--- config.mk ---
export PLATFORM = sky130hd
export DESIGN_NAME = usb_function_address_power_ctrl
export DESIGN_NICKNAME = d
export VERILOG_FILES = /design/src/usb_power_pkg.sv /design/src/usb_function_address_power_ctrl.sv
export SDC_FILE = /design/constraint.sdc
export NUM_CORES = 1
export LEC_CHECK = 0
export ABC_AREA = 1
export BUFFER_PORTS_ARGS = -buffer_cell sky130_fd_sc_hd__buf_2
export CAP_MARGIN = 20
export CORE_ASPECT_RATIO = 1.5
export CORE_MARGIN = 2
export CORE_UTILIZATION = 45
export DETAILED_ROUTE_END_ITERATION = 10
export GPL_TIMING_DRIVEN = 0
export PLACE_DENSITY_LB_ADDON = 0.25
export SYNTH_ARGS = -nofsm -noshare
export SYNTH_HDL_FRONTEND = slang
export SYNTH_SLANG_ARGS = --single-unit
--- constraint.sdc ---
create_clock -name aclk -period 5.05 [get_ports aclk]
set_input_delay 1.515 -clock aclk [delete_from_list [all_inputs] [get_ports aclk]]
set_output_delay 1.515 -clock aclk [all_outputs]
set_load 0.01 [all_outputs]
--- src/usb_power_pkg.sv ---
// Package for the USB function address and power control block.
// Assumes an AXI4-Lite register bus with 32-bit data and byte addresses.
package usb_power_pkg;

  // Printed offsets are register indexes; byte address is four times the index.
  localparam logic [3:0] idx_function_address = 4'h0;
  localparam logic [3:0] idx_power_control = 4'h1;
  localparam logic [3:0] idx_common_irq_flags = 4'h6;
  localparam logic [3:0] idx_irq_enable = 4'h7;
  localparam logic [3:0] idx_link_status = 4'h8;
  localparam logic [5:0] addr_width = 6'h06;

  // Power control field positions, and the function address update bit.
  localparam int pwr_suspend_detect_enable = 0;
  localparam int pwr_suspend_state = 1;
  localparam int pwr_force_resume = 2;
  localparam int pwr_bus_reset_flag = 3;
  localparam int pwr_link_inhibit = 4;
  localparam int pwr_iso_sof_gating_bit = 7;
  localparam int fa_update = 7;

  // Common interrupt flag positions.
  localparam int irq_suspend = 0;
  localparam int irq_resume = 1;
  localparam int irq_reset = 2;
  localparam int irq_sof = 3;

  localparam logic [7:0] function_address_reset = 8'h00;
  localparam logic [7:0] power_control_reset = 8'h10;
  localparam logic [3:0] irq_enable_reset = 4'h6;
  localparam logic [3:0] irq_enable_after_bus_reset = 4'he;

  localparam logic [1:0] resp_okay = 2'h0;
  localparam logic [1:0] resp_slverr = 2'h2;

  typedef enum logic [1:0] {
    link_active = 2'h0,
    link_suspended = 2'h1,
    link_waking = 2'h2
  } link_state_t;

  // Events coming from the serial interface engine.
  typedef struct packed {
    logic bus_reset;
    logic suspend;
    logic resume;
    logic sof;
    logic transfer_done;
    logic in_token_iso;
  } link_events_t;

  typedef struct packed {
    logic [6:0] active_address;
    logic [6:0] pending_address;
    logic address_update;
    logic iso_sof_gating_bit;
    logic link_inhibit;
    logic bus_reset_flag;
    logic force_resume;
    logic suspend_detect_enable;
    link_state_t link_state;
    logic resume_seen;
    logic [3:0] common_irq_flags;
    logic [3:0] irq_enable;
    logic iso_released;
    logic send_zero_length;
    logic endpoint_clear;
    logic aw_done;
    logic w_done;
    logic [3:0] aw_index;
    logic [31:0] w_data;
    logic [3:0] w_strb;
    logic bvalid;
    logic [1:0] bresp;
    logic rvalid;
    logic [1:0] rresp;
    logic [31:0] rdata;
  } ctrl_state_t;

endpackage : usb_power_pkg

--- src/usb_function_address_power_ctrl.sv ---
// Device-level USB function address, reset, suspend, resume and inhibit control.
// Assumes a serial interface engine supplies one-cycle event pulses and a level
// for reset signaling, and that inputs are synchronous to aclk.
//
// Operation
// RL1 - Address write sets the update bit; cleared once new address applies.
// RL2 - Seven-bit address; new value matches only after current request completes.
// RL3 - Old address stays in use until the current transfer ends.
// RL4 - Firmware writes the host-assigned address on set-address request.
// RL5 - Bus reset flag reads one while reset signaling is present.
// RL6 - Bus reset clears the address and flushes endpoint FIFOs.
// RL7 - Bus reset clears endpoint control/status and index registers.
// RL8 - Bus reset enables all interrupts but suspend, clears flags, raises reset.
// RL9 - Writing one to bus reset bit resets all USB registers.
// RL10 - Suspend detection enabled enters suspend on signaling; else ignored.
// RL11 - Suspend-state bit is set on entering suspend.
// RL12 - Suspend exits on resume, bus reset, or device or USB reset.
// RL13 - Detected host resume raises resume interrupt if enabled.
// RL14 - Force-resume written one while suspended drives remote wakeup signaling.
// RL15 - Firmware clears force-resume ten to fifteen ms later.
// RL16 - Suspend-state clears on force-resume cleared or flag read after resume; the code clears it on the resume event itself.
// RL17 - Reading an interrupt flag register clears all its flags.
// RL18 - With gating off, ready iso packet goes on the next IN token.
// RL19 - With gating on, iso packets wait for SOF; earlier IN gets zero length.
// RL20 - Inhibit resets to one; while one all USB traffic is ignored.
// RL21 - Inhibit returns to one only through reset; writing one does nothing.
// RL22 - Firmware configures everything before clearing inhibit.
// RL23 - Force-resume written while not suspended makes no resume signaling.
//
// The implementer's own choice: register access over AXI4-Lite.
`timescale 1ns/1ps
module usb_function_address_power_ctrl
  import usb_power_pkg::*;
(
  input wire logic aclk,
  input wire logic aresetn,
  input wire logic [5:0] s_axi_awaddr,
  input wire logic [2:0] s_axi_awprot,
  input wire logic s_axi_awvalid,
  output logic s_axi_awready,
  input wire logic [31:0] s_axi_wdata,
  input wire logic [3:0] s_axi_wstrb,
  input wire logic s_axi_wvalid,
  output logic s_axi_wready,
  output logic [1:0] s_axi_bresp,
  output logic s_axi_bvalid,
  input wire logic s_axi_bready,
  input wire logic [5:0] s_axi_araddr,
  input wire logic [2:0] s_axi_arprot,
  input wire logic s_axi_arvalid,
  output logic s_axi_arready,
  output logic [31:0] s_axi_rdata,
  output logic [1:0] s_axi_rresp,
  output logic s_axi_rvalid,
  input wire logic s_axi_rready,
  input wire link_events_t link_events,
  input wire logic reset_signaling,
  output logic [6:0] match_address,
  output logic link_enable,
  output logic drive_resume,
  output logic suspended,
  output logic endpoint_clear,
  output logic iso_send_enable,
  output logic iso_zero_length,
  output logic [3:0] irq_enable,
  output logic [3:0] common_irq_flags
);

  ctrl_state_t state;
  ctrl_state_t next_state;
  logic soft_reset;
  logic aw_take;
  logic w_take;
  logic ar_take;
  logic write_fire;
  logic [31:0] read_word;

  function automatic logic [7:0] merge_byte(input logic [7:0] old_value,
                                            input logic [31:0] data,
                                            input logic [3:0] strb);
    merge_byte = strb[0] ? data[7:0] : old_value;
  endfunction : merge_byte

  // A write channel is taken whenever it has not itself been stored yet, whatever
  // its mate does, and never while a response is still outstanding.
  // Ready never looks at the decoded write, since that would close a loop through it.
  assign s_axi_awready = !state.aw_done && !state.bvalid;
  assign s_axi_wready = !state.w_done && !state.bvalid;
  assign s_axi_arready = !state.rvalid;
  assign aw_take = s_axi_awvalid && s_axi_awready;
  assign w_take = s_axi_wvalid && s_axi_wready;
  assign ar_take = s_axi_arvalid && s_axi_arready;

  always_comb begin
    logic [3:0] widx;
    logic [31:0] wdata;
    logic [3:0] wstrb;
    logic [7:0] wbyte;
    logic [3:0] ridx;
    logic reading_flags;
    widx = aw_take ? s_axi_awaddr[5:2] : state.aw_index;
    wdata = w_take ? s_axi_wdata : state.w_data;
    wstrb = w_take ? s_axi_wstrb : state.w_strb;
    ridx = s_axi_araddr[5:2];
    next_state = state;
    write_fire = (aw_take || state.aw_done) && (w_take || state.w_done);
    soft_reset = 1'b0;
    read_word = 32'h0000_0000;
    wbyte = 8'h00;
    reading_flags = ar_take && (ridx == idx_common_irq_flags);
    next_state.endpoint_clear = 1'b0;
    next_state.send_zero_length = 1'b0;

    // Address channel and data channel are latched independently.
    if (aw_take) begin
      next_state.aw_done = 1'b1;
      next_state.aw_index = s_axi_awaddr[5:2];
    end
    if (w_take) begin
      next_state.w_done = 1'b1;
      next_state.w_data = s_axi_wdata;
      next_state.w_strb = s_axi_wstrb;
    end

    // RL3 keep old address
    if (state.address_update && link_events.transfer_done) begin
      next_state.active_address = state.pending_address;
      // RL1 update bit clears
      next_state.address_update = 1'b0;
    end

    // RL5 flag follows reset
    next_state.bus_reset_flag = reset_signaling;

    // RL10 suspend entry
    if (state.suspend_detect_enable && link_events.suspend && !state.link_inhibit
        && state.link_state == link_active) begin
      // RL11 suspend state set
      next_state.link_state = link_suspended;
      next_state.common_irq_flags[irq_suspend] = 1'b1;
    end

    // RL12 exit on resume
    if (link_events.resume && state.link_state == link_suspended) begin
      next_state.link_state = link_active;
      next_state.resume_seen = 1'b1;
      // RL13 resume interrupt
      next_state.common_irq_flags[irq_resume] = 1'b1;
    end

    // RL19 release on SOF
    if (link_events.sof && !state.link_inhibit) begin
      next_state.iso_released = 1'b1;
      next_state.common_irq_flags[irq_sof] = 1'b1;
    end
    // RL19 early IN token
    if (link_events.in_token_iso && state.iso_sof_gating_bit && !state.iso_released
        && !state.link_inhibit) begin
      next_state.send_zero_length = 1'b1;
    end
    if (link_events.in_token_iso && state.iso_released) begin
      next_state.iso_released = 1'b0;
    end

    // RL17 read clears flags
    if (reading_flags) begin
      next_state.common_irq_flags = 4'h0;
    end
    // Events raised in the same cycle survive the clearing read.
    if (reading_flags) begin
      if (state.link_state == link_suspended && state.resume_seen == 1'b0) begin
        next_state.common_irq_flags = 4'h0;
      end
      next_state.common_irq_flags[irq_suspend] = state.suspend_detect_enable
          && link_events.suspend && !state.link_inhibit && state.link_state == link_active;
      next_state.common_irq_flags[irq_resume] = link_events.resume
          && state.link_state == link_suspended;
      next_state.common_irq_flags[irq_sof] = link_events.sof && !state.link_inhibit;
      next_state.common_irq_flags[irq_reset] = 1'b0;
      // RL16 read after resume
      if (state.resume_seen) begin
        next_state.resume_seen = 1'b0;
      end
    end

    if (write_fire) begin
      next_state.aw_done = 1'b0;
      next_state.w_done = 1'b0;
      next_state.bvalid = 1'b1;
      next_state.bresp = resp_okay;
      wbyte = merge_byte(8'h00, wdata, wstrb);
      case (widx)
        idx_function_address: begin
          if (wstrb[0]) begin
            next_state.pending_address = wbyte[6:0];
            // RL1 update bit sets
            next_state.address_update = 1'b1;
          end
        end
        idx_power_control: begin
          if (wstrb[0]) begin
            next_state.suspend_detect_enable = wbyte[pwr_suspend_detect_enable];
            next_state.iso_sof_gating_bit = wbyte[pwr_iso_sof_gating_bit];
            // RL21 inhibit only clears
            if (!wbyte[pwr_link_inhibit]) begin
              next_state.link_inhibit = 1'b0;
            end
            // RL14 remote wakeup start
            if (wbyte[pwr_force_resume] && state.link_state == link_suspended) begin
              next_state.force_resume = 1'b1;
              next_state.link_state = link_waking;
            end
            // RL23 no wakeup when awake
            if (!wbyte[pwr_force_resume]) begin
              next_state.force_resume = 1'b0;
              // RL16 end of wakeup
              if (state.link_state == link_waking) begin
                next_state.link_state = link_active;
              end
            end
            // RL9 forced USB reset
            soft_reset = wbyte[pwr_bus_reset_flag];
          end
        end
        idx_irq_enable: begin
          if (wstrb[0]) begin
            next_state.irq_enable = wbyte[3:0];
          end
        end
        idx_common_irq_flags, idx_link_status: begin
        end
        default: begin
          next_state.bresp = resp_slverr;
        end
      endcase
    end
    if (state.bvalid && s_axi_bready) begin
      next_state.bvalid = 1'b0;
    end

    // RL6 bus reset effects
    if (reset_signaling && !state.link_inhibit) begin
      next_state.active_address = 7'h00;
      next_state.pending_address = 7'h00;
      next_state.address_update = 1'b0;
      // RL7 endpoint registers cleared
      // The clear is one pulse at detection, not repeated while signaling lasts.
      next_state.endpoint_clear = !state.bus_reset_flag;
      // RL12 exit on bus reset
      next_state.link_state = link_active;
      next_state.force_resume = 1'b0;
      next_state.resume_seen = 1'b0;
      // RL8 interrupts re-enabled
      next_state.irq_enable = irq_enable_after_bus_reset;
      if (!state.bus_reset_flag) begin
        next_state.common_irq_flags = 4'h0;
        next_state.common_irq_flags[irq_reset] = irq_enable_after_bus_reset[irq_reset];
      end
    end

    if (ar_take) begin
      next_state.rvalid = 1'b1;
      next_state.rresp = resp_okay;
      case (ridx)
        idx_function_address: begin
          read_word[7:0] = {state.address_update, state.pending_address};
        end
        idx_power_control: begin
          read_word[pwr_iso_sof_gating_bit] = state.iso_sof_gating_bit;
          read_word[pwr_link_inhibit] = state.link_inhibit;
          read_word[pwr_bus_reset_flag] = state.bus_reset_flag;
          read_word[pwr_force_resume] = state.force_resume;
          read_word[pwr_suspend_state] = state.link_state != link_active;
          read_word[pwr_suspend_detect_enable] = state.suspend_detect_enable;
        end
        idx_common_irq_flags: begin
          read_word[3:0] = state.common_irq_flags;
        end
        idx_irq_enable: begin
          read_word[3:0] = state.irq_enable;
        end
        idx_link_status: begin
          read_word[7:0] = {1'b0, state.active_address};
        end
        default: begin
          next_state.rresp = resp_slverr;
        end
      endcase
      next_state.rdata = read_word;
    end else if (state.rvalid && s_axi_rready) begin
      next_state.rvalid = 1'b0;
    end

    // RL9 registers to defaults
    if (soft_reset) begin
      next_state.active_address = 7'h00;
      next_state.pending_address = function_address_reset[6:0];
      next_state.address_update = function_address_reset[fa_update];
      next_state.iso_sof_gating_bit = power_control_reset[pwr_iso_sof_gating_bit];
      // RL21 inhibit set by reset
      next_state.link_inhibit = power_control_reset[pwr_link_inhibit];
      next_state.force_resume = 1'b0;
      next_state.suspend_detect_enable = power_control_reset[pwr_suspend_detect_enable];
      next_state.link_state = link_active;
      next_state.resume_seen = 1'b0;
      next_state.common_irq_flags = 4'h0;
      next_state.irq_enable = irq_enable_reset;
      next_state.iso_released = 1'b0;
      next_state.endpoint_clear = 1'b1;
    end
  end

  always_ff @(posedge aclk) begin
    if (!aresetn) begin
      state <= '0;
      state.pending_address <= function_address_reset[6:0];
      // RL20 inhibit after power-on
      state.link_inhibit <= power_control_reset[pwr_link_inhibit];
      state.irq_enable <= irq_enable_reset;
      state.link_state <= link_active;
    end else begin
      state <= next_state;
    end
  end

  assign s_axi_bvalid = state.bvalid;
  assign s_axi_bresp = state.bresp;
  assign s_axi_rvalid = state.rvalid;
  assign s_axi_rresp = state.rresp;
  assign s_axi_rdata = state.rdata;
  // RL2 matching address
  assign match_address = state.active_address;
  // RL20 traffic ignored
  assign link_enable = !state.link_inhibit;
  assign drive_resume = state.force_resume;
  assign suspended = state.link_state != link_active;
  assign endpoint_clear = state.endpoint_clear;
  // RL18 iso send gate
  assign iso_send_enable = !state.link_inhibit
      && (!state.iso_sof_gating_bit || state.iso_released);
  assign iso_zero_length = state.send_zero_length;
  assign irq_enable = state.irq_enable;
  assign common_irq_flags = state.common_irq_flags;

endmodule : usb_function_address_power_ctrl

# Word level (Yosys, flattened, before mapping)
# Index checks and enable logic that the tools add are counted.
word_totals:
  regBits: 63
  latch_bits: 0
  mem_bits_rw: 0
  romBits: 0
  input_bits: 68
  output_inout_bits: 62
  elab_cells: 138
  n_memories: 0
op_classes:
  n_addsub: 0
  multipliers: 0
  div_mod_pow: 0
  n_lt_le_gt_ge: 0
  n_eq_ne: 11
  shifts: 0
  mux: 45
  bitwise: 2
  n_reduce_logical: 54
op_table:
  columns: ["op", "count"]
  rows:
  - ["$mux W8", 3]
  - ["$logic_and A1 B1 Y1", 22]
  - ["$mux W2", 11]
  - ["$mux W4", 5]
  - ["$pmux W4 S5", 1]
  - ["$mux W1", 19]
  - ["$eq A4 B3 Y1 const B", 4]
  - ["$reduce_and A3 Y1", 4]
  - ["$reduce_bool A2 Y1", 5]
  - ["$reduce_or A5 Y1", 2]
  - ["$eq A4 B1 Y1 const B", 2]
  - ["$eq A4 B4 Y1 const B", 2]
  - ["$logic_not A1 Y1", 8]
  - ["$logic_not A4 Y1", 2]
  - ["$reduce_and A4 Y1", 2]
  - ["$mux W3", 2]
  - ["$reduce_or A2 Y1", 3]
  - ["$reduce_or A3 Y1", 2]
  - ["$mux W5", 1]
  - ["$pmux W2 S2", 1]
  - ["$logic_or A1 B1 Y1", 3]
  - ["$pmux W1 S3", 1]
  - ["$eq A2 B1 Y1 const B", 1]
  - ["$eq A2 B2 Y1 const B", 1]
  - ["4 further kinds", 5]

# Logic depth before layout (Yosys ltp)
# Gate-level depths: netlist of the first run.
depth:
  depth_word: 12
  depth_mapped: 11
  depth_no_buf: 11

# Worst setup path before layout of the first run
# OpenSTA, ideal clock, no wires.
synth_path:
  path_type: "input -> register"
  from: "in s_axi_awvalid"
  to: "reg state[93] (netlist bit)"
  setup_ns: 0.064
  t_arrival_ns: 2.587
  t_required_ns: 4.986
  setup_slack_ns: 2.399
  cell_stages: 9
  n_path_buf: 1
  path_cell_list: "buf_2 a21oi_1 nor2_1 nand3_1 nor2_1 nand2_1 nand2_1 nand2_1 nor2_1"
synth_via:
  elab_chain_cells: 6
  elab_cells_between_ends: 10
  classes_between: "eq/ne (1); mux (5); reduce/logical (4)"
synth_lines:
  columns: ["item", "line_no", "text"]
  rows:
  - ["from (decl)", "usb_function_address_power_ctrl.sv:39", "input wire logic s_axi_awvalid,"]
  - ["$logic_and A1 B1 Y1 (*)", "usb_function_address_power_ctrl.sv:90", "assign aw_take = s_axi_awvalid && s_axi_awready;"]
  - ["$mux W4", null, null]
  - ["$eq A4 B1 Y1", "usb_function_address_power_ctrl.sv:192", "case (widx)"]
  - ["$mux W1", "usb_function_address_power_ctrl.sv:192", null]
  - ["$mux W1", "usb_function_address_power_ctrl.sv:186", "if (write_fire) begin"]
  - ["$reduce_or A3 Y1 (no line)", null, null]
  - ["to (signal assigned)", "usb_function_address_power_ctrl.sv:322", "state <= next_state;"]
  - ["to (decl)", "usb_function_address_power_ctrl.sv:69", "ctrl_state_t state;"]
# Mark *: on every way between the ends. The rest lies on a longest branch, timed or not.
# A chain may end at the register's enable or synchronous reset.

# Final worst setup path of the first run
layout_path:
  from: "reg state[93] (netlist bit)"
  to: "out suspended"
layout_via:
  elab_chain_cells: 1
layout_lines:
  columns: ["item", "line_no", "text"]
  rows:
  - ["$reduce_bool A2 Y1", "usb_function_address_power_ctrl.sv:336", "assign suspended = state.link_state != link_active;"]
  - ["to (decl)", "usb_function_address_power_ctrl.sv:61", "output logic suspended,"]
# No other way between the ends.

==> results of run 1 <==
## power groups by stage
stage	Clock [uW]	Sequential (uW)	Combinational [uW]
floorplan	0	517	169
global placement	0	518	222
detailed placement	0	519	225
CTS	390	509	226
global route	415	511	254
finish	382	509	226
## Yosys cell counts (all sizes together) (4+ instances only)
library cell / instances / area (sq um)
inv: 68 / 255
a21oi: 12 / 60.1
a31oi: 4 / 25.0
nor2: 66 / 297
nand3b: 5 / 37.5
clkbuf: 5 / 18.8
dfxtp: 60 / 1200
nand3: 29 / 163
nor3: 5 / 25.0
nand2: 116 / 480
o21a: 4 / 30.0
buf: 56 / 427
o21ai: 33 / 169
o211ai: 6 / 45.0
## flip-flops by register name, summed over array words and instances (netlist names)
| name | flops |
|---|---|
| s_axi_rresp | 1 |
| common_irq_flags | 4 |
| s_axi_rdata | 8 |
| iso_zero_length | 1 |
| state | 30 |
| match_address | 7 |
| irq_enable | 4 |
| s_axi_rvalid | 1 |
| s_axi_bvalid | 1 |
| endpoint_clear | 1 |
| s_axi_bresp | 1 |
| drive_resume | 1 |
## worst max-delay path by stage
stage / start / endpoint / cells past startpoint / slack (ps)
floorplan: s_axi_awvalid / state[93] / 9 / 2400
global placement: s_axi_awvalid / state[93] / 9 / 2160
detailed placement: s_axi_awvalid / state[93] / 9 / 2130
CTS: state[93] / suspended / 2 / 2310
global route: s_axi_bvalid / s_axi_awready / 2 / 2280
finish: state[93] / suspended / 2 / 2340
## routing by layer
layer  part of all wire, %  track usage, %
met5                     0               0
met3                   4.2            5.31
met4                   2.8            10.3
met2                    52            35.3
met1                    41            20.1
## through the flow
| step | instance area, sq um | hold slack [ps] | power [uW] | utilization [%] |
|---|---|---|---|---|
| finish | 3970 | 488 | 1120 | 55.6 |
| floorplan | 3380 | 446 | 686 | - |
| CTS | 3970 | 485 | 1120 | 55.6 |
| global route | 3970 | 496 | 1180 | 55.6 |
| detailed placement | 3800 | 477 | 744 | 53.2 |
| global placement | 3800 | 466 | 740 | 53.2 |
## cells by family after synthesis
kind of cell | after synthesis | synth area share, %
simple gates | 223 | 31.0
other cells | 1 | 0.114
buf+inv | 130 | 21.5
mux | 1 | 0.343
flops | 60 | 36.6
compound gates | 61 | 10.5
## worst max-delay path, cell delays in order (launching register included)
cell     delay, ps
dfxtp_1        350
or2_2          360
buf_2          160
## layout make-up
class | instances | area, sq um | share of cell area (%)
buffer | 61 | 445 | 11.2
clock inverter | 2 | 10.0 | 0.252
tap | 80 | 100 | 2.52
inverter | 69 | 259 | 6.53
sequential | 60 | 1200 | 30.3
timing repair buffer | 64 | 320 | 8.08
multi-input combinational | 311 | 1470 | 37.1
clock buffer | 13 | 159 | 4.01
==> flow_metrics.tcl, run 1 <==
set metrics [dict create \
    combPwrFrac_pct 20.2 \
    die_area_sq_mm 0.00801 \
    place_inst 645 \
    max_slew.worst_pin.slew_ps 659 \
    grt_max_degree 11 \
    min_period_ps 2710 \
    syn_inst 476 \
    hold_viol 0 \
    start_kind "flop" \
    swShare_pct 30.0 \
    postCtsSetupRepairBufs 0 \
    path_max_fanout 6 \
    r2r-start "s_axi_bvalid" \
    antenna_found_initial 0 \
    nNetsFinal 644 \
    r2r_cells 9 \
    yosys_warnings 0 \
    drc 0 \
    grt_pass1_wl_mm 12.0 \
    min_path_cells 2 \
    relSlewSlack_pct 55.6 \
    cts.sinks 60 \
    wirelength_mm 7.40 \
    min_to "s_axi_rdata[4]" \
    num_vias 3048 \
    grt_usage_pct 19.6 \
    setup_viol 0 \
    slew_violations 0 \
    drive_gt1_share_pct 26.9 \
    cts.reportedPaths.clkPinSlew_ps 60 \
    r2r_end "state[92]" \
    place_congestion 0.894 \
    p_switching_uw 335 \
    synth_ff_type "dfxtp_1" \
    fillers 705 \
    die_x_um 73.7 \
    clockBufferDepth 2 \
    rsz0062_at_grt "no" \
    cts_resized 0 \
    wl_per_cell_um 11.2 \
    cellPowerDensity_mw_per_mm2 282 \
    layout_common_cells "106 x nand2_1, 66 x inv_1, 66 x buf_2" \
    skew_ps 7.78 \
    critPathCaptureType "primary output" \
    maxCapViolations 0 \
    seqPwrFrac_pct 45.6 \
    path_class "reg -> out" \
    synth_area_sq_mm 0.00328 \
    cts_tree "done" \
    place_hpwl_mm 5.90 \
    min_from "s_axi_rdata[4]" \
    async_reset_ff_share_pct 0 \
    num_rows 38 \
    overflow 0 \
    synth_edf_count 0 \
    synth_cell_types 33 \
    diodes 0 \
    synth_seq_cells 60 \
    first_global_vias 2762 \
    worstPathRequired_ps 3540 \
    drtIter0Drc 185 \
    finalNonFillerCells 660 \
    cts_made_buffers 9 \
    cts_root_buf "clkbuf_8" \
    clkLatencyLatePin_ps 340 \
    tns_ps 0 \
    fin_crit_sh_pct 53.8 \
    pre_cts_ws_ps 2130 \
    arrival_ps 1200 \
    r2r_setup_slack_ps 3180 \
    vdd_drop_max_mv 0.138 \
    die_y_um 109 \
    p_int_uw 782 \
    clock_power_share_pct 34.2 \
    io_pins 130 \
    min_path_type "reg -> reg" \
    start_util_pct 46.0 \
    vias_per_cell 4.62 \
    area_growth_pct 20.8 \
    drt_first_pass_iters 6 \
    ys_seq_area_share_pct 36.6 \
    fmax_ghz 0.368 \
    postRouteAntennaNets 0 \
    port_buffers 64 \
    core_sq_mm 0.00713 \
    avgSynthCellArea_sq_um 6.89 \
    final_common_cell "nand2_1" \
    status "finished, final reports clean" \
    p_leak_uw 0.00206 \
    cts-htree-levels 3 \
    holdBufCountCts 0 \
    setup_slack_ps 2340 \
]
Power figures use the tool's default switching activity.
==> inputs of run 2 (changes only) <==
- ABC_AREA: 1 -> 0
- clock period: 5.05 -> 2.6 ns (I/O delays scaled with it)
==> flow_metrics.tcl, run 2 <==
set metrics [dict create \
    postCtsSetupRepairBufs 0 \
    cts_resized 0 \
    area_growth_pct 23.4 \
    maxCapViolations 0 \
    core_sq_mm 0.00681 \
    layout_common_cells "68 x buf_2, 60 x dfxtp_1, 51 x buf_4" \
    vdd_drop_max_mv 0.377 \
    worstPathRequired_ps 2790 \
    drc 0 \
    rsz0062_at_grt "no" \
    synth_cell_types 49 \
    yosys_warnings 0 \
    synth_seq_cells 60 \
    clock_power_share_pct 41.5 \
    cts.reportedPaths.clkPinSlew_ps 70 \
    path_max_fanout 10 \
    synthTopCellsByArea "dfxtp_1 38%, buf_4 12%, mux2i_1 8.3%" \
    num_rows 37 \
    path_class "in -> reg" \
    port_buffers 63 \
    relSlewSlack_pct 57.0 \
    largest_reg_flops 30 \
    cts_root_buf "clkbuf_8" \
    start_util_pct 46.2 \
    status "finished, final reports clean" \
    min_period_ps 2440 \
    die_y_um 106 \
    cts_made_buffers 9 \
    overflow 0 \
    combPwrFrac_pct 16.0 \
    r2r_cells 7 \
    cts.sinks 60 \
    arrival_ps 2630 \
    place_congestion 0.870 \
    p_int_uw 1710 \
    syn_inst 354 \
    wl_per_cell_um 13.6 \
    setup_viol 0 \
    clkLatencyLatePin_ps 340 \
    r2r_end "common_irq_flags[3]" \
    p_leak_uw 0.00180 \
    max_slew.worst_pin.slew_ps 641 \
    vias_per_cell 5.02 \
    die_area_sq_mm 0.00768 \
    start_kind "input port" \
    place_hpwl_mm 5.69 \
    top_register "state" \
    crit_end "common_irq_flags[3]" \
    cellPowerDensity_mw_per_mm2 596 \
    r2r-start "s_axi_bvalid" \
    swShare_pct 25.9 \
    critPathCaptureType "flop" \
    grt_pass1_wl_mm 11.5 \
    drtIter0Drc 92 \
    drt_first_pass_iters 4 \
    synth.most_common_cell "dfxtp_1" \
    first_global_vias 2457 \
    p_switching_uw 598 \
    startpoint "s_axi_awvalid" \
    ys_seq_area_share_pct 38.2 \
    async_reset_ff_share_pct 0 \
    io_pins 130 \
    avgSynthCellArea_sq_um 8.88 \
    nNetsFinal 521 \
    min_from "match_address[5]" \
    tns_ps 0 \
    wirelength_mm 7.27 \
    die_x_um 72.2 \
    synth_common_cells "60 x dfxtp_1, 51 x buf_4, 31 x a21oi_1" \
    slew_violations 0 \
    cts_tree "done" \
    clockBufferDepth 2 \
    fin_crit_sh_pct 93.9 \
    grt_max_degree 11 \
    yosysTopAreaCellShare_pct 38.2 \
    fmax_ghz 0.409 \
    grt_usage_pct 19.4 \
    diodes 0 \
    cts-htree-levels 3 \
    hold_viol 0 \
    final_common_cell "buf_2" \
    seqPwrFrac_pct 42.4 \
    fillers 661 \
    drive_gt1_share_pct 32.8 \
    antenna_found_initial 0 \
    num_vias 2691 \
    synth_edf_count 0 \
    final_util_pct 57.0 \
    skew_ps 9.33 \
    r2r_setup_slack_ps 210 \
    synth_area_leader_cell "dfxtp_1" \
    synth_ff_type "dfxtp_1" \
    synth_area_sq_mm 0.00314 \
    min_path_type "reg -> reg" \
    holdBufCountCts 0 \
    postRouteAntennaNets 0 \
]
run 2: kinds of logic after synthesis:
family	share of synthesized area [%]
AO/OA/AOI/OAI	15.0
buffers and inverters	15.7
flip-flops	38.2
multiplexers	10.1
other	0.119
AND/OR/NAND/NOR	20.8
run 2: stage by stage:
stage | hold slack [ps] | setup slack, ps | cell area, sq um | std cells | power [uW]
global route | 500 | 3.55 | 3880 | 536 | 2410
CTS | 473 | 181 | 3880 | 536 | 2330
floorplan | 441 | 235 | 3240 | 379 | 1270
global placement | 454 | -112 | 3650 | 520 | 1360
detailed placement | 463 | -171 | 3650 | 520 | 1370
finish | 475 | 158 | 3880 | 536 | 2310
run 2: worst min-delay path by stage:
| stage | depth (start not counted) | to | slack (ps) |
|---|---|---|---|
| after global placement | 2 | s_axi_rdata[4] | 450 |
| final | 2 | match_address[5] | 470 |
| after floorplan | 2 | s_axi_bresp[1] | 440 |
| after global routing | 2 | match_address[5] | 500 |
| after detailed placement | 2 | match_address[5] | 460 |
| after CTS | 2 | match_address[5] | 470 |
run 2: power groups by stage:
stage,clock (uW),combinational (uW),sequential [uW]
after floorplan,0,273,996
after global placement,0,365,999
after detailed placement,0,368,1000
after CTS,979,370,980
after global routing,1020,405,984
final,960,370,981
run 2: critical path, stage by stage:
cell and delay (ps):
buf_2 90, nor3b_4 290, buf_6 200, mux2i_1 340, nand4_4 230, o21ai_1 580, nor3_1 130
run 2: cell type report:
type                            instances  area [sq um]  area share, %
Buffer                                 69           479           12.4
Inverter                                4          15.0          0.387
Clock buffer                           13           159           4.10
Timing Repair Buffer                   63           315           8.13
Multi-Input combinational cell        246          1540           39.8
Tap cell                               78          97.6           2.52
Sequential cell                        60          1200           31.0
Clock inverter                          3          68.8           1.77
run 2: routing by layer:
metal | GRT usage (%) | wire (um) | vias to the layer above
li1 | - | - | 1362
met1 | 20.6 | 2820 | 1210
met2 | 34.4 | 3790 | 103
met3 | 4.93 | 456 | 16
met4 | 9.70 | 208 | 0
met5 | 0 | 0 | -
